**config.mk**
```make
export PLATFORM = sky130hd
export DESIGN_NAME = scsi_pci_front
export DESIGN_NICKNAME = d
export VERILOG_FILES = /design/src/scsi_pci_pkg.sv /design/src/scsi_lane_unit.sv /design/src/scsi_pci_front.sv
export SDC_FILE = /design/constraint.sdc
export NUM_CORES = 1
export LEC_CHECK = 0
export BUFFER_PORTS_ARGS = -buffer_cell sky130_fd_sc_hd__buf_2
export CAP_MARGIN = 5
export CORE_AREA = 2 2 214 216
export CTS_CLUSTER_SIZE = 20
export DETAILED_ROUTE_END_ITERATION = 8
export DIE_AREA = 0 0 216 218
export PLACE_DENSITY = 0.73
export SYNTH_ARGS = -nofsm -noshare
export SYNTH_HDL_FRONTEND = slang
export SYNTH_SLANG_ARGS = --single-unit
export TNS_END_PERCENT = 5
```
**constraint.sdc**
```tcl
create_clock -name mclk -period 4.28 [get_ports mclk]
set_clock_uncertainty 0.2 [all_clocks]
set_input_delay 0.428 -clock mclk [delete_from_list [all_inputs] [get_ports mclk]]
set_output_delay 0.428 -clock mclk [all_outputs]
set_load 0.05 [all_outputs]
```
**src/scsi_pci_pkg.sv**
```systemverilog
// Purpose: Shared types and constants for the dual SCSI host PCI front end
// Assumes: One 10 MHz clock, synchronous active-low reset
// Notes:   Config offsets are dword indices into each function's header
`default_nettype none

package scsi_pci_pkg;

    // ------------------------------------------------------------------
    // Bus command codes
    // ------------------------------------------------------------------
    typedef enum logic [3:0] {
        CMD_INTA   = 4'h0,
        CMD_SPEC   = 4'h1,
        CMD_IO_RD  = 4'h2,
        CMD_IO_WR  = 4'h3,
        CMD_RSV4   = 4'h4,
        CMD_RSV5   = 4'h5,
        CMD_MEM_RD = 4'h6,
        CMD_MEM_WR = 4'h7,
        CMD_RSV8   = 4'h8,
        CMD_RSV9   = 4'h9,
        CMD_CFG_RD = 4'ha,
        CMD_CFG_WR = 4'hb,
        CMD_MRM    = 4'hc,
        CMD_DAC    = 4'hd,
        CMD_MRL    = 4'he,
        CMD_MWI    = 4'hf
    } pci_cmd_t;

    // Decoded target access kind
    typedef enum logic [2:0] {
        KIND_NONE   = 3'b000,
        KIND_CFG_RD = 3'b001,
        KIND_CFG_WR = 3'b010,
        KIND_IO_RD  = 3'b011,
        KIND_IO_WR  = 3'b100,
        KIND_MEM_RD = 3'b101,
        KIND_MEM_WR = 3'b110,
        KIND_ABORT  = 3'b111
    } tgt_kind_t;

    // ------------------------------------------------------------------
    // Config space layout (dword index) and bit positions
    // ------------------------------------------------------------------
    localparam logic [5:0] CFG_IDX_ID = 6'h00;
    localparam logic [5:0] CFG_IDX_CMD = 6'h01;
    localparam logic [5:0] CFG_IDX_CLS = 6'h03;
    localparam logic [5:0] CFG_IDX_IOBAR = 6'h04;
    localparam logic [5:0] CFG_IDX_MEMLO = 6'h05;
    localparam logic [5:0] CFG_IDX_MEMHI = 6'h06;
    localparam int CMDB_IO_EN = 0;
    localparam int CMDB_MEM_EN = 1;
    localparam int CMDB_MST_EN = 2;
    localparam int CMDB_MWI_EN = 4;
    localparam int CMDB_MRL_SEL = 7;
    localparam int ROM_SEL_BIT = 11;
    localparam logic [15:0] CMD_RESET = 16'h0000;
    localparam logic [7:0] CLS_RESET = 8'h00;
    localparam logic [23:0] IOBAR_RESET = 24'h000000;
    localparam logic [51:0] WIN_RESET = 52'h0;
    localparam logic [7:0] HDR_MULTI = 8'h80;
    localparam logic [3:0] MEMBAR_TYPE64 = 4'h4;
    localparam logic [7:0] IOBAR_FLAG = 8'h01;
    // Arbitrary identity value, not any real maker's code
    localparam logic [31:0] CFG_ID_VALUE = 32'h5a5a_0001;

    // ------------------------------------------------------------------
    // Rates and counts
    // ------------------------------------------------------------------
    localparam logic [7:0] RATE_SE_MBPS = 8'd40;
    localparam logic [7:0] RATE_LVD_MBPS = 8'd160;
    localparam logic [7:0] MASTER_PEAK_MBPS = 8'd133;
    localparam logic [7:0] MAX_BURST_WORDS = 8'd64;

    // ------------------------------------------------------------------
    // Carriers
    // ------------------------------------------------------------------
    typedef struct packed {
        logic valid;
        logic [3:0] cmd;
        logic dac;
        logic idsel;
        logic [63:0] addr;
        logic [3:0] be_n;
        logic par;
        logic [31:0] wdata;
    } tgt_req_t;

    typedef struct packed {
        logic claim;
        tgt_kind_t kind;
        logic func;
        logic perr;
        logic [31:0] rdata;
    } tgt_resp_t;

    typedef struct packed {
        logic valid;
        logic write;
        logic [7:0] len;
        logic [63:0] addr;
    } mst_req_t;

    typedef struct packed {
        logic valid;
        logic [3:0] cmd;
        logic dac;
        logic func;
        logic [7:0] len;
        logic [63:0] addr;
    } mst_cmd_t;

    typedef struct packed {
        logic wide;
        logic drive;
        logic arb;
        logic [3:0] id;
        logic [15:0] data;
    } scsi_tx_t;

    typedef struct packed {
        logic [15:0] data;
        logic [1:0] oe;
        logic [1:0] par;
        logic [15:0] rx;
        logic [3:0] win_id;
        logic win_valid;
        logic [7:0] rate;
    } scsi_lane_t;

endpackage

`default_nettype wire

```
**src/scsi_lane_unit.sv**
```systemverilog
// Purpose: One SCSI channel's bus-side conventions: parity, arbitration, lanes
// Assumes: bus_in is asynchronous; pwr_down is already synchronised
// Notes:   Outputs are registered; upper lane idle in 8-bit mode
`default_nettype none

module scsi_lane_unit
    import scsi_pci_pkg::*;
(
    // Clock and reset
    input wire logic mclk,
    input wire logic rst_n,
    // Channel setup
    input wire logic lvd_mode,
    input wire logic pwr_down,
    // Transmit side and bus pins
    input wire scsi_tx_t tx,
    input wire logic [15:0] bus_in,
    // Lane state
    output scsi_lane_t lane
);

    // ------------------------------------------------------------------
    // Arbitration winner, low byte outranks high byte
    // ------------------------------------------------------------------
    function automatic logic [4:0] win_of(input logic [15:0] b);
        logic [4:0] w;
        w = 5'h00;
        for (int i = 8; i < 16; i++) begin
            if (b[i]) begin
                w = {1'b1, 4'(i)};
            end
        end
        for (int i = 0; i < 8; i++) begin
            if (b[i]) begin
                w = {1'b1, 4'(i)};
            end
        end
        return w;
    endfunction

    logic [15:0] sync1;
    logic [15:0] sync2;
    scsi_lane_t next_lane;
    logic [15:0] drv;

    // Two-flop synchroniser on the bus pins
    always_ff @(posedge mclk) begin
        if (!rst_n) begin
            sync1 <= 16'h0000;
            sync2 <= 16'h0000;
        end else begin
            sync1 <= bus_in;
            sync2 <= sync1;
        end
    end

    // Next lane state from transmit request and sampled bus
    always_comb begin
        next_lane = '0;
        drv = tx.arb ? (16'h0001 << tx.id) : tx.data;
        if (!tx.wide) begin
            drv[15:8] = 8'h00;
        end
        next_lane.data = drv;
        next_lane.par[0] = ~^drv[7:0];
        next_lane.par[1] = ~^drv[15:8];
        // Nothing drives while powered down
        next_lane.oe[0] = (tx.drive | tx.arb) & ~pwr_down;
        next_lane.oe[1] = (tx.drive | tx.arb) & ~pwr_down & tx.wide;
        // Inputs read as zero in power-down, so no toggling reaches logic
        next_lane.rx = pwr_down ? 16'h0000 : sync2;
        {next_lane.win_valid, next_lane.win_id} = win_of(next_lane.rx);
        next_lane.rate = lvd_mode ? RATE_LVD_MBPS : RATE_SE_MBPS;
    end

    always_ff @(posedge mclk) begin
        if (!rst_n) begin
            lane <= '{par: 2'b11, default: '0}; // Idle lanes still carry odd parity
        end else begin
            lane <= next_lane;
        end
    end
endmodule

`default_nettype wire

```
**src/scsi_pci_front.sv**
```systemverilog
// Purpose: PCI target decode, shared bus master and two SCSI channel fronts
// Assumes: PCI phase inputs are on mclk; strap and SCSI pins are asynchronous
// Notes:   Responses and master commands appear one edge after the request
//
// Summary of operation
// - Never claim INTA, special or reserved; check parity
// - Register-space I/O only as single bytes
// - Full-word memory reads only to ROM space
// - Master uses memory commands only for memory
// - Read multiple and read line act as read
// - Write and invalidate acts as write
// - Dual address claimed on window bits 63:12 match
// - Command bit picks read line or multiple
// - Cache line size sizes extended commands
// - Two functions share one master, multi-function header
// - Separate config and I/O registers per function
// - Each channel wide, 40 or 160 MBps
// - Channel A differential, channel B single-ended wide
// - Master bursts clipped to 64 words, one in flight
// - Odd parity per SCSI byte lane
// - Low byte IDs win arbitration over high
// - Narrow mode leaves upper byte undriven
// - Power-down disables all SCSI inputs
// - Firmware disable hides device from configuration
`default_nettype none

module scsi_pci_front
    import scsi_pci_pkg::*;
(
    // Clock and reset
    input wire logic mclk,
    input wire logic rst_n,
    // Straps and power
    input wire logic fw_disable,
    input wire logic pwr_down,
    // Target side
    input wire tgt_req_t tq,
    output tgt_resp_t tr,
    // Master side
    input wire mst_req_t [1:0] mreq,
    input wire logic mst_busy,
    output logic [1:0] mst_grant,
    output mst_cmd_t mcmd,
    // SCSI channels, index 0 is channel A
    input wire scsi_tx_t [1:0] scsi_tx,
    input wire logic [1:0][15:0] scsi_in,
    output scsi_lane_t [1:0] scsi_lane
);

    // ------------------------------------------------------------------
    // Decode helpers
    // ------------------------------------------------------------------
    function automatic logic one_lane(input logic [3:0] be_n);
        return (be_n == 4'he) || (be_n == 4'hd) || (be_n == 4'hb) || (be_n == 4'h7);
    endfunction

    function automatic logic is_ignored(input logic [3:0] c);
        return (c == CMD_INTA) || (c == CMD_SPEC) || (c == CMD_RSV4) ||
               (c == CMD_RSV5) || (c == CMD_RSV8) || (c == CMD_RSV9);
    endfunction

    function automatic logic is_mem_cmd(input logic [3:0] c);
        return (c == CMD_MEM_RD) || (c == CMD_MEM_WR) || (c == CMD_MRM) ||
               (c == CMD_MRL) || (c == CMD_MWI);
    endfunction

    // Master command choice from length, line size and command bits
    function automatic logic [3:0] pick_cmd(input logic wr, input logic [7:0] len,
                                            input logic [7:0] cls, input logic [15:0] cr);
        logic line_ok;
        line_ok = (cls != 8'h00) && (len >= cls);
        if (wr) begin
            return (cr[CMDB_MWI_EN] && line_ok) ? CMD_MWI : CMD_MEM_WR;
        end
        if (len > 8'd1 && line_ok) begin
            return cr[CMDB_MRL_SEL] ? CMD_MRL : CMD_MRM;
        end
        return CMD_MEM_RD;
    endfunction

    // ------------------------------------------------------------------
    // Strap and power-down synchronisers
    // ------------------------------------------------------------------
    logic [1:0] fw_sync;
    logic [1:0] pd_sync;

    always_ff @(posedge mclk) begin
        if (!rst_n) begin
            fw_sync <= 2'b00;
            pd_sync <= 2'b00;
        end else begin
            fw_sync <= {fw_sync[0], fw_disable};
            pd_sync <= {pd_sync[0], pwr_down};
        end
    end

    // ------------------------------------------------------------------
    // Per-function config registers
    // ------------------------------------------------------------------
    logic [15:0] cmd_reg [2];
    logic [7:0] cls [2];
    logic [23:0] io_base [2];
    logic [51:0] win [2];
    logic [15:0] next_cmd_reg [2];
    logic [7:0] next_cls [2];
    logic [23:0] next_io_base [2];
    logic [51:0] next_win [2];
    logic [1:0] io_hit;
    logic [1:0] mem_hit;
    tgt_resp_t next_tr;
    logic fsel;
    logic rom;

    // Address match per function; separate windows keep functions apart
    always_comb begin
        for (int f = 0; f < 2; f++) begin
            io_hit[f] = cmd_reg[f][CMDB_IO_EN] && (tq.addr[31:8] == io_base[f]);
            mem_hit[f] = cmd_reg[f][CMDB_MEM_EN] && (tq.addr[63:12] == win[f]);
        end
    end

    // Target decode and config update
    always_comb begin
        next_cmd_reg = cmd_reg;
        next_cls = cls;
        next_io_base = io_base;
        next_win = win;
        next_tr = '0;
        fsel = 1'b0;
        rom = tq.addr[ROM_SEL_BIT];
        if (tq.valid && !fw_sync[1]) begin
            next_tr.perr = (^{tq.addr[31:0], tq.cmd}) != tq.par;
            case (tq.cmd)
                CMD_CFG_RD, CMD_CFG_WR: begin
                    // Only functions 0 and 1 exist; others stay silent
                    if (tq.idsel && tq.addr[10:9] == 2'b00) begin
                        fsel = tq.addr[8];
                        next_tr.claim = 1'b1;
                        next_tr.func = fsel;
                        if (tq.cmd == CMD_CFG_RD) begin
                            next_tr.kind = KIND_CFG_RD;
                            case (tq.addr[7:2])
                                CFG_IDX_ID: next_tr.rdata = CFG_ID_VALUE;
                                CFG_IDX_CMD: next_tr.rdata = {16'h0000, cmd_reg[fsel]};
                                CFG_IDX_CLS: begin
                                    next_tr.rdata = {8'h00, HDR_MULTI, 8'h00, cls[fsel]};
                                end
                                CFG_IDX_IOBAR: next_tr.rdata = {io_base[fsel], IOBAR_FLAG};
                                CFG_IDX_MEMLO: begin
                                    next_tr.rdata = {win[fsel][19:0], 8'h00, MEMBAR_TYPE64};
                                end
                                CFG_IDX_MEMHI: next_tr.rdata = win[fsel][51:20];
                                default: next_tr.rdata = 32'h0000_0000;
                            endcase
                        end else begin
                            next_tr.kind = KIND_CFG_WR;
                            case (tq.addr[7:2])
                                CFG_IDX_CMD: next_cmd_reg[fsel] = tq.wdata[15:0];
                                CFG_IDX_CLS: next_cls[fsel] = tq.wdata[7:0];
                                CFG_IDX_IOBAR: next_io_base[fsel] = tq.wdata[31:8];
                                CFG_IDX_MEMLO: next_win[fsel][19:0] = tq.wdata[31:12];
                                CFG_IDX_MEMHI: next_win[fsel][51:20] = tq.wdata;
                                default: next_tr.kind = KIND_CFG_WR;
                            endcase
                        end
                    end
                end
                CMD_IO_RD, CMD_IO_WR: begin
                    if (io_hit != 2'b00) begin
                        fsel = !io_hit[0];
                        next_tr.claim = 1'b1;
                        next_tr.func = fsel;
                        if (!one_lane(tq.be_n)) begin
                            next_tr.kind = KIND_ABORT;
                        end else begin
                            next_tr.kind = (tq.cmd == CMD_IO_RD) ? KIND_IO_RD : KIND_IO_WR;
                        end
                    end
                end
                CMD_MEM_RD, CMD_MRM, CMD_MRL: begin
                    if (mem_hit != 2'b00) begin
                        fsel = !mem_hit[0];
                        next_tr.claim = 1'b1;
                        next_tr.func = fsel;
                        // ROM takes whole words only, registers single bytes
                        if (rom ? (tq.be_n == 4'h0) : one_lane(tq.be_n)) begin
                            next_tr.kind = KIND_MEM_RD;
                        end else begin
                            next_tr.kind = KIND_ABORT;
                        end
                    end
                end
                CMD_MEM_WR, CMD_MWI: begin
                    if (mem_hit != 2'b00) begin
                        fsel = !mem_hit[0];
                        next_tr.claim = 1'b1;
                        next_tr.func = fsel;
                        if (!rom && one_lane(tq.be_n)) begin
                            next_tr.kind = KIND_MEM_WR;
                        end else begin
                            next_tr.kind = KIND_ABORT;
                        end
                    end
                end
                default: next_tr.claim = 1'b0;
            endcase
        end
    end

    always_ff @(posedge mclk) begin
        if (!rst_n) begin
            tr <= '0;
            for (int f = 0; f < 2; f++) begin
                cmd_reg[f] <= CMD_RESET;
                cls[f] <= CLS_RESET;
                io_base[f] <= IOBAR_RESET;
                win[f] <= WIN_RESET;
            end
        end else begin
            tr <= next_tr;
            cmd_reg <= next_cmd_reg;
            cls <= next_cls;
            io_base <= next_io_base;
            win <= next_win;
        end
    end

    // ------------------------------------------------------------------
    // Shared bus master, round robin between the two functions
    // ------------------------------------------------------------------
    logic last_func;
    logic next_last_func;
    logic [1:0] ready;
    logic [1:0] next_grant;
    mst_cmd_t next_mcmd;
    logic gsel;

    always_comb begin
        next_mcmd = '0;
        next_grant = 2'b00;
        next_last_func = last_func;
        gsel = 1'b0;
        for (int f = 0; f < 2; f++) begin
            ready[f] = mreq[f].valid && cmd_reg[f][CMDB_MST_EN];
        end
        // One command in flight; the engine's busy stalls the next
        if (ready != 2'b00 && !mst_busy && !mcmd.valid) begin
            gsel = (ready == 2'b11) ? !last_func : ready[1];
            next_grant[gsel] = 1'b1;
            next_last_func = gsel;
            next_mcmd.valid = 1'b1;
            next_mcmd.func = gsel;
            next_mcmd.addr = mreq[gsel].addr;
            next_mcmd.dac = mreq[gsel].addr[63:32] != 32'h0000_0000;
            // Long bursts are clipped; the requester reissues the rest
            next_mcmd.len = (mreq[gsel].len > MAX_BURST_WORDS) ? MAX_BURST_WORDS
                                                                : mreq[gsel].len;
            next_mcmd.cmd = pick_cmd(mreq[gsel].write, next_mcmd.len, cls[gsel],
                                     cmd_reg[gsel]);
        end
    end

    always_ff @(posedge mclk) begin
        if (!rst_n) begin
            mcmd <= '0;
            mst_grant <= 2'b00;
            last_func <= 1'b1;
        end else begin
            mcmd <= next_mcmd;
            mst_grant <= next_grant;
            last_func <= next_last_func;
        end
    end

    // ------------------------------------------------------------------
    // SCSI channels: A differential, B single-ended
    // ------------------------------------------------------------------
    for (genvar ch = 0; ch < 2; ch++) begin : g_ch
        scsi_lane_unit u_lane (
            .mclk(mclk),
            .rst_n(rst_n),
            .lvd_mode(ch == 0),
            .pwr_down(pd_sync[1]),
            .tx(scsi_tx[ch]),
            .bus_in(scsi_in[ch]),
            .lane(scsi_lane[ch])
        );
    end
endmodule

`default_nettype wire

```
==> results of run 1 <==
worst min-delay path, stage by stage:
cell and delay [ps]:
buf_6 120, nand2_1 170, nor2_1 70
final timing paths:
| check | to | cells past startpoint |
|---|---|---|
| worst max register to register | mcmd[77]$_SDFF_PN0_ | 12 |
| worst min-delay path | tr[32]$_SDFF_PN0_ | 3 |
| worst max-delay path | mcmd[77]$_SDFF_PN0_ | 12 |
| worst min register to register | g_ch[0].u_lane.sync2[11]$_SDFF_PN0_ | 1 |
final cells by class:
type	instances	area, um^2	area share
Clock inverter	18	253	0.00889
Sequential cell	470	9410	0.331
Antenna cell	4	10.0	0.000352
Clock buffer	69	1400	0.0492
Tap cell	600	751	0.0264
Multi-Input combinational cell	1700	11000	0.386
Timing Repair Buffer	832	5540	0.195
Inverter	27	101	0.00356
cells by family after synthesis:
logic type                 synth area share
and+or+nand+nor                       0.215
DFF                                   0.446
AOI/OAI and AO/OA                     0.117
xor gates and xnor gates             0.0867
buffers and inverters                0.0391
muxes                                0.0824
adders and majority gates            0.0130
other                              0.000178
power by group:
part / internal, mW / switching, mW
Clock: 2.54 / 1.83
Sequential: 4.44 / 0.0295
Combinational: 0.500 / 0.737
Total: 7.48 / 2.60
routing by layer:
layer,global-route usage,vias to the layer above,wire [um]
li1,-,9474,-
met1,0.392,9891,31400
met2,0.580,1066,39800
met3,0.0693,235,6650
met4,0.166,6,4010
met5,0,-,42
cells in the final DEF (no fill, tap or decap), types with 20 or more instances in the layout:
cell type / instances
nand2_1: 382
xor2_1: 147
inv_1: 24
and2_1: 99
nand4_1: 33
ha_1: 22
xnor2_1: 60
o22ai_1: 21
a21boi_0: 124
buf_4: 35
dfxtp_1: 470
nand3_1: 51
nor2_1: 77
nor2b_1: 124
nor4_1: 78
a21oi_1: 99
dlygate4sd3_1: 256
buf_2: 540
o21ai_0: 20
clkbuf_16: 48
mux2i_1: 167
a221oi_1: 25
==> impl_results.md, run 1 <==
* Global placement routability congestion at 0.992
* Vias in the first global route at 20500
* Num CTS Buffers at 48
* Util after Layout at 0.633
* ANT nets after route at 0
* Fin crit period at 3390 ps
* Core box area at 44900 um^2
* Post-Layout Cell Count at 3720
* Initial drt markers at 1777
* Critical-path cell list: nand3_1 > nand3_4 > mux2i_1 > a21boi_0 > nor2_1 > ha_1 > a21o_1 > a211oi_1 > o21ai_0 > o211ai_1 > a2bb2oi_1 > o2111a_1
* Slew HR at 0.240
* FILL cells at 3568
* CTS tree: yes
* Max-cap viol count at 0
* DR vias at 20700
* Largest register FFs at 104
* Hold Buf Count CTS at between 200 and 300
* Initial antenna violation count at 9
* Post-layout net count at 3440
* Leakage at 12.4 nW
* Floorplan row count at 78
* YS warnings at 0
* Die X at roughly 220 um
* Worst setup path start: cmd_reg[18]$_SDFFE_PN0P_
* Root Buffer Master: clkbuf_16
* Register area share after synthesis at 0.446
* Top cells by count, synth: 470 x dfxtp_1, 382 x nand2_1, 167 x mux2i_1, 147 x xor2_1, 125 x nor2b_1
* Final Max Slew Viols at 0
* Buffers and inverters on the worst path at 0
* Synth area leader: dfxtp_1
* Ranking of synthesized cells by area: dfxtp_1 45%, mux2i_1 7.9%, nand2_1 6.8%, xor2_1 6.1%, a21boi_0 4.4%
* Worst-Margin Slew at 1140 ps
* Post-synth top flop: dfxtp_1
* Die height at 218 um
* PortBufs at about 540
* Total track usage at 0.334
* Post-CTS Setup Inserts at 0
* Mapped cell area at 21100 um^2
* Setup_tns at 0 ps
* CTS clk-pin slew, worst paths at 60 ps
* Synth Instances at around 2300
* CP max-delay cell: mux2i_1
* First-pass GRT wire length at around 120000 um
* Design Area, Final at 28400 um^2
* FMAX at ~290 MHz
* Crit share post-route at 0.792
* Drt total wl at 81900 um
* Critical path launch point type: flip-flop
* Area growth, synth to finish at 34.7%
* Drt pass-1 iters at 5
* Vias per inst at 5.56
* Dpl cell area at 24200 um^2
* Share of layout cells above drive strength 1 at 0.218
* Grt total ovfl at 0
* Hold slack at around 22 ps
* PostCTS Resize Cnt at 0
* WL/cell at around 22 um
* Top Ports at 556
* Largest net degree at the start of global routing at 131
* Critical path's top delay family: compound AO/OA/AOI/OAI gates
* Placed insts at ~3400
* Synth Register Bits at 470
* Clk buf depth at 3
* Pre-CTS setup slack at 824 ps
* Biggest register: win
* Mean post-synth cell area at about 9.0 um^2
* Worst Slack Setup Final at 888 ps
* Remaining DRCs at 0
* Crit Path Class: flip-flop to flip-flop
* Starting density of the core at 0.470
* Synth top area share at 0.446
* Largest regs: win: 104 flops, g_ch.u_lane.lane: 83 flops, mcmd: 78 flops
* FF-to-FF setup slack at 890 ps
* Unrepaired setup endpoints after global routing: false
* # setup viols final at 0
* Async S/R FF share, synth at 0
* CP Data Required Time at 4570 ps
* Die area at around 47000 um^2
* Power per cell area at 355 nW/um^2
* DP HPWL at 58400 um
* Post-synth EDFFs at 0
* Max stage delay on crit path at just over 600 ps
* Hold Startpoint: rst_n
* H-tree Lvls at 2
* Clk_lat worst skew at 620 ps
* Worst r2r src: cmd_reg[18]$_SDFFE_PN0P_
* Hold Crit Class: primary input to flip-flop
* Most common cell in the netlist: dfxtp_1
* Power Total at 10.1 mW
* Maximum vdd drop at 0.000356 V
* Status: finished, final reports clean
* Crit end category: flip-flop
* Hold Fails Final Rpt at 0
* Sink Count at 470
* Arrival time worst endpoint at 3680 ps
* Yosys cell types at between 60 and 70
* Worst-path maximum fanout at 18
(Power assumes the default switching activity.)
==> inputs of run 2 (changes only) <==
--- a/config.mk
+++ b/config.mk
@@ -7,11 +7,11 @@
 export LEC_CHECK = 0
 export BUFFER_PORTS_ARGS = -buffer_cell sky130_fd_sc_hd__buf_2
 export CAP_MARGIN = 5
-export CORE_AREA = 2 2 214 216
+export CORE_AREA = 2 2 215 217
 export CTS_CLUSTER_SIZE = 20
 export DETAILED_ROUTE_END_ITERATION = 8
-export DIE_AREA = 0 0 216 218
-export PLACE_DENSITY = 0.73
+export DIE_AREA = 0 0 217 219
+export PLACE_DENSITY = 0.72
 export SYNTH_ARGS = -nofsm -noshare
 export SYNTH_HDL_FRONTEND = slang
 export SYNTH_SLANG_ARGS = --single-unit
==> constraint.sdc (replaced) <==
create_clock -name mclk -period 3.4 [get_ports mclk]
set_clock_uncertainty 0.2 [all_clocks]
set_input_delay 0.34 -clock mclk [delete_from_list [all_inputs] [get_ports mclk]]
set_output_delay 0.34 -clock mclk [all_outputs]
set_load 0.05 [all_outputs]
==> run 2 against run 1 <==
Effect of this change: clock power up 29%; total power is 27% higher; critical path depth stayed put; worst hold slack improved by 42 ps; sequential share of layout area fell by 0.67 points; combinational power increased by 29%; global-route usage increased by 0.57 points; die area grew 0.92%; fmax is 5.9% higher; final cell count up 1.5%; worst setup slack worse by 690 ps; critical path type unchanged; largest power group unchanged.
==> impl_results.md, run 2 (synthesis gave the netlist of run 1 again) <==
* Status: finished, final reports clean
* Critical path launch point type: flip-flop
* Hold Crit Class: primary input to flip-flop
* WL met3 at slightly above 7000 um
* Crit end category: flip-flop
* Vias per inst at 5.54
* Power Total at 12.9 mW
* Hold Path Stages at 4
* Biggest register: win
* Top routing layer used: met5
* Core box area at 45100 um^2
* Fin crit period at 3200 ps
* Largest register FFs at about 100
* Hold Fails Final Rpt at 0
* DP HPWL at between 50000 and 60000 um
* Largest net degree at the start of global routing at about 80
* Crit Path Class: flip-flop to flip-flop
* Grt total ovfl at 0
* Remaining DRCs at 0
* Die X at 217 um
* Area growth, synth to finish at 37.5%
* Worst-path maximum fanout at 8
* ANT nets after route at 0
* Metal2 WL at 40200 um
* CP Data Required Time at 3700 ps
* Worst-Margin Slew at 748 ps
* Drt pass-1 iters at 8
* Commonest non-fill, non-tap cell in the layout: buf_2
* Drt total wl at 84200 um
* Slew HR at 0.501
* Crit share post-route at 0.942
* Die height at 219 um
* Total track usage at 0.340
* Share of layout cells above drive strength 1 at 0.218
* Floorplan row count at 78
* R2r worst-path depth at 12
* Root Buffer Master: clkbuf_16
* DR vias at 20900
* Maximum vdd drop at 0.000370 V
* First-pass GRT wire length at 124000 um
* Die area at 47500 um^2
* Commonest cells after routing, fill and taps aside: 540 x buf_2, 470 x dfxtp_1, 382 x nand2_1, 291 x dlygate4sd3_1, 167 x mux2i_1
* Post-layout net count at 3491
* DRT met1 WL at 32800 um
* Sink Count at 470
* Setup_tns at 0 ps
* Vias in the first global route at around 21000
* CTS tree: yes
* FILL cells at 3531
* Leakage at 12.7 nW
* Final Max Slew Viols at 0
* Top Ports at 556
* PortBufs at 542
* Starting density of the core at 0.468
* H-tree Lvls at 2
* Initial drt markers at 1761
* Global placement routability congestion at around 0.98
* FMAX at 312 MHz
* WL/cell at roughly 22 um
* Largest regs: win: 104 flops, g_ch.u_lane.lane: 83 flops, mcmd: 78 flops
* CTS clk-pin slew, worst paths at around 60 ps
* Max-cap viol count at 0
* Num CTS Buffers at 49
* Clk_lat worst skew at roughly 610 ps
* Power per cell area at 443 nW/um^2
* Initial antenna violation count at 7
* Unrepaired setup endpoints after global routing: false
* Post-CTS Setup Inserts at 0
* # setup viols final at 0
* Clk buf depth at 3
* Arrival time worst endpoint at 3500 ps
## run 2: changes by cell type in the layout (fill, tap and decap cells not counted), sizes merged, moves of 2 or more
| cell | delta |
|---|---|
| buf | +15 |
| dlygate4sd3 | +35 |
| clkinvlp | -2 |
| diode | +2 |
| clkbuf | +5 |
## run 2: per-stage QoR
step                      hold WS [ps]   util  cells  worst slack [ps]  cell area (um^2)
final                             63.9  0.643   3775               196             29000
after global routing              68.4  0.643   3773              34.3             29000
after CTS                         2.46  0.643   3769               355             29000
after floorplan                    168      -   2361               451             21100
after detailed placement           218  0.541   3388               282             24400
after global placement             217  0.541   3388               300             24400
## run 2: path summary, 6_finish.rpt
path	slack, ps	start	end
worst min register to register	230	g_ch[0].u_lane.sync1[3]$_SDFF_PN0_	g_ch[0].u_lane.sync2[3]$_SDFF_PN0_
worst min-delay path	60	scsi_tx[41]	g_ch[1].u_lane.lane[42]$_SDFF_PN0_
worst max-delay path	200	cmd_reg[18]$_SDFFE_PN0P_	mcmd[77]$_SDFF_PN0_
worst max register to register	200	cmd_reg[18]$_SDFFE_PN0P_	mcmd[77]$_SDFF_PN0_
## run 2: worst max-delay path, cell delays in order, from the launching register on
cell	delay (ps)
dfxtp_1	340
nand3_1	160
nor2b_4	300
mux2_2	400
a21boi_0	300
nor2_1	110
ha_1	340
a21o_1	200
a211oi_1	240
o21ai_0	130
o211ai_1	110
a2bb2oi_1	130
o2111a_1	140
## run 2: cell type report
| class | count | area, um^2 | area share |
|---|---|---|---|
| Sequential cell | 470 | 9410 | 0.324 |
| Timing Repair Buffer | 882 | 6080 | 0.209 |
| Multi-Input combinational cell | 1700 | 11000 | 0.378 |
| Antenna cell | 6 | 15.0 | 0.000517 |
| Clock inverter | 16 | 263 | 0.00906 |
| Inverter | 27 | 101 | 0.00349 |
| Clock buffer | 74 | 1430 | 0.0493 |
| Tap cell | 600 | 751 | 0.0259 |
## run 2: power by group
part / internal (mW) / switching [mW]
Clock: 3.31 / 2.32
Sequential: 5.60 / 0.0371
Combinational: 0.654 / 0.942
Total: 9.56 / 3.30
## run 2: metal layers
metal	track usage	up-vias
li1	-	9561
met4	0.166	6
met5	0	-
met2	0.581	1150
met1	0.407	9945
met3	0.0704	239
## run 2: what timing repair did
item,CTS,global route
hold buffers,291,0
resized for setup,0,0
hold endpoints to repair,354,0
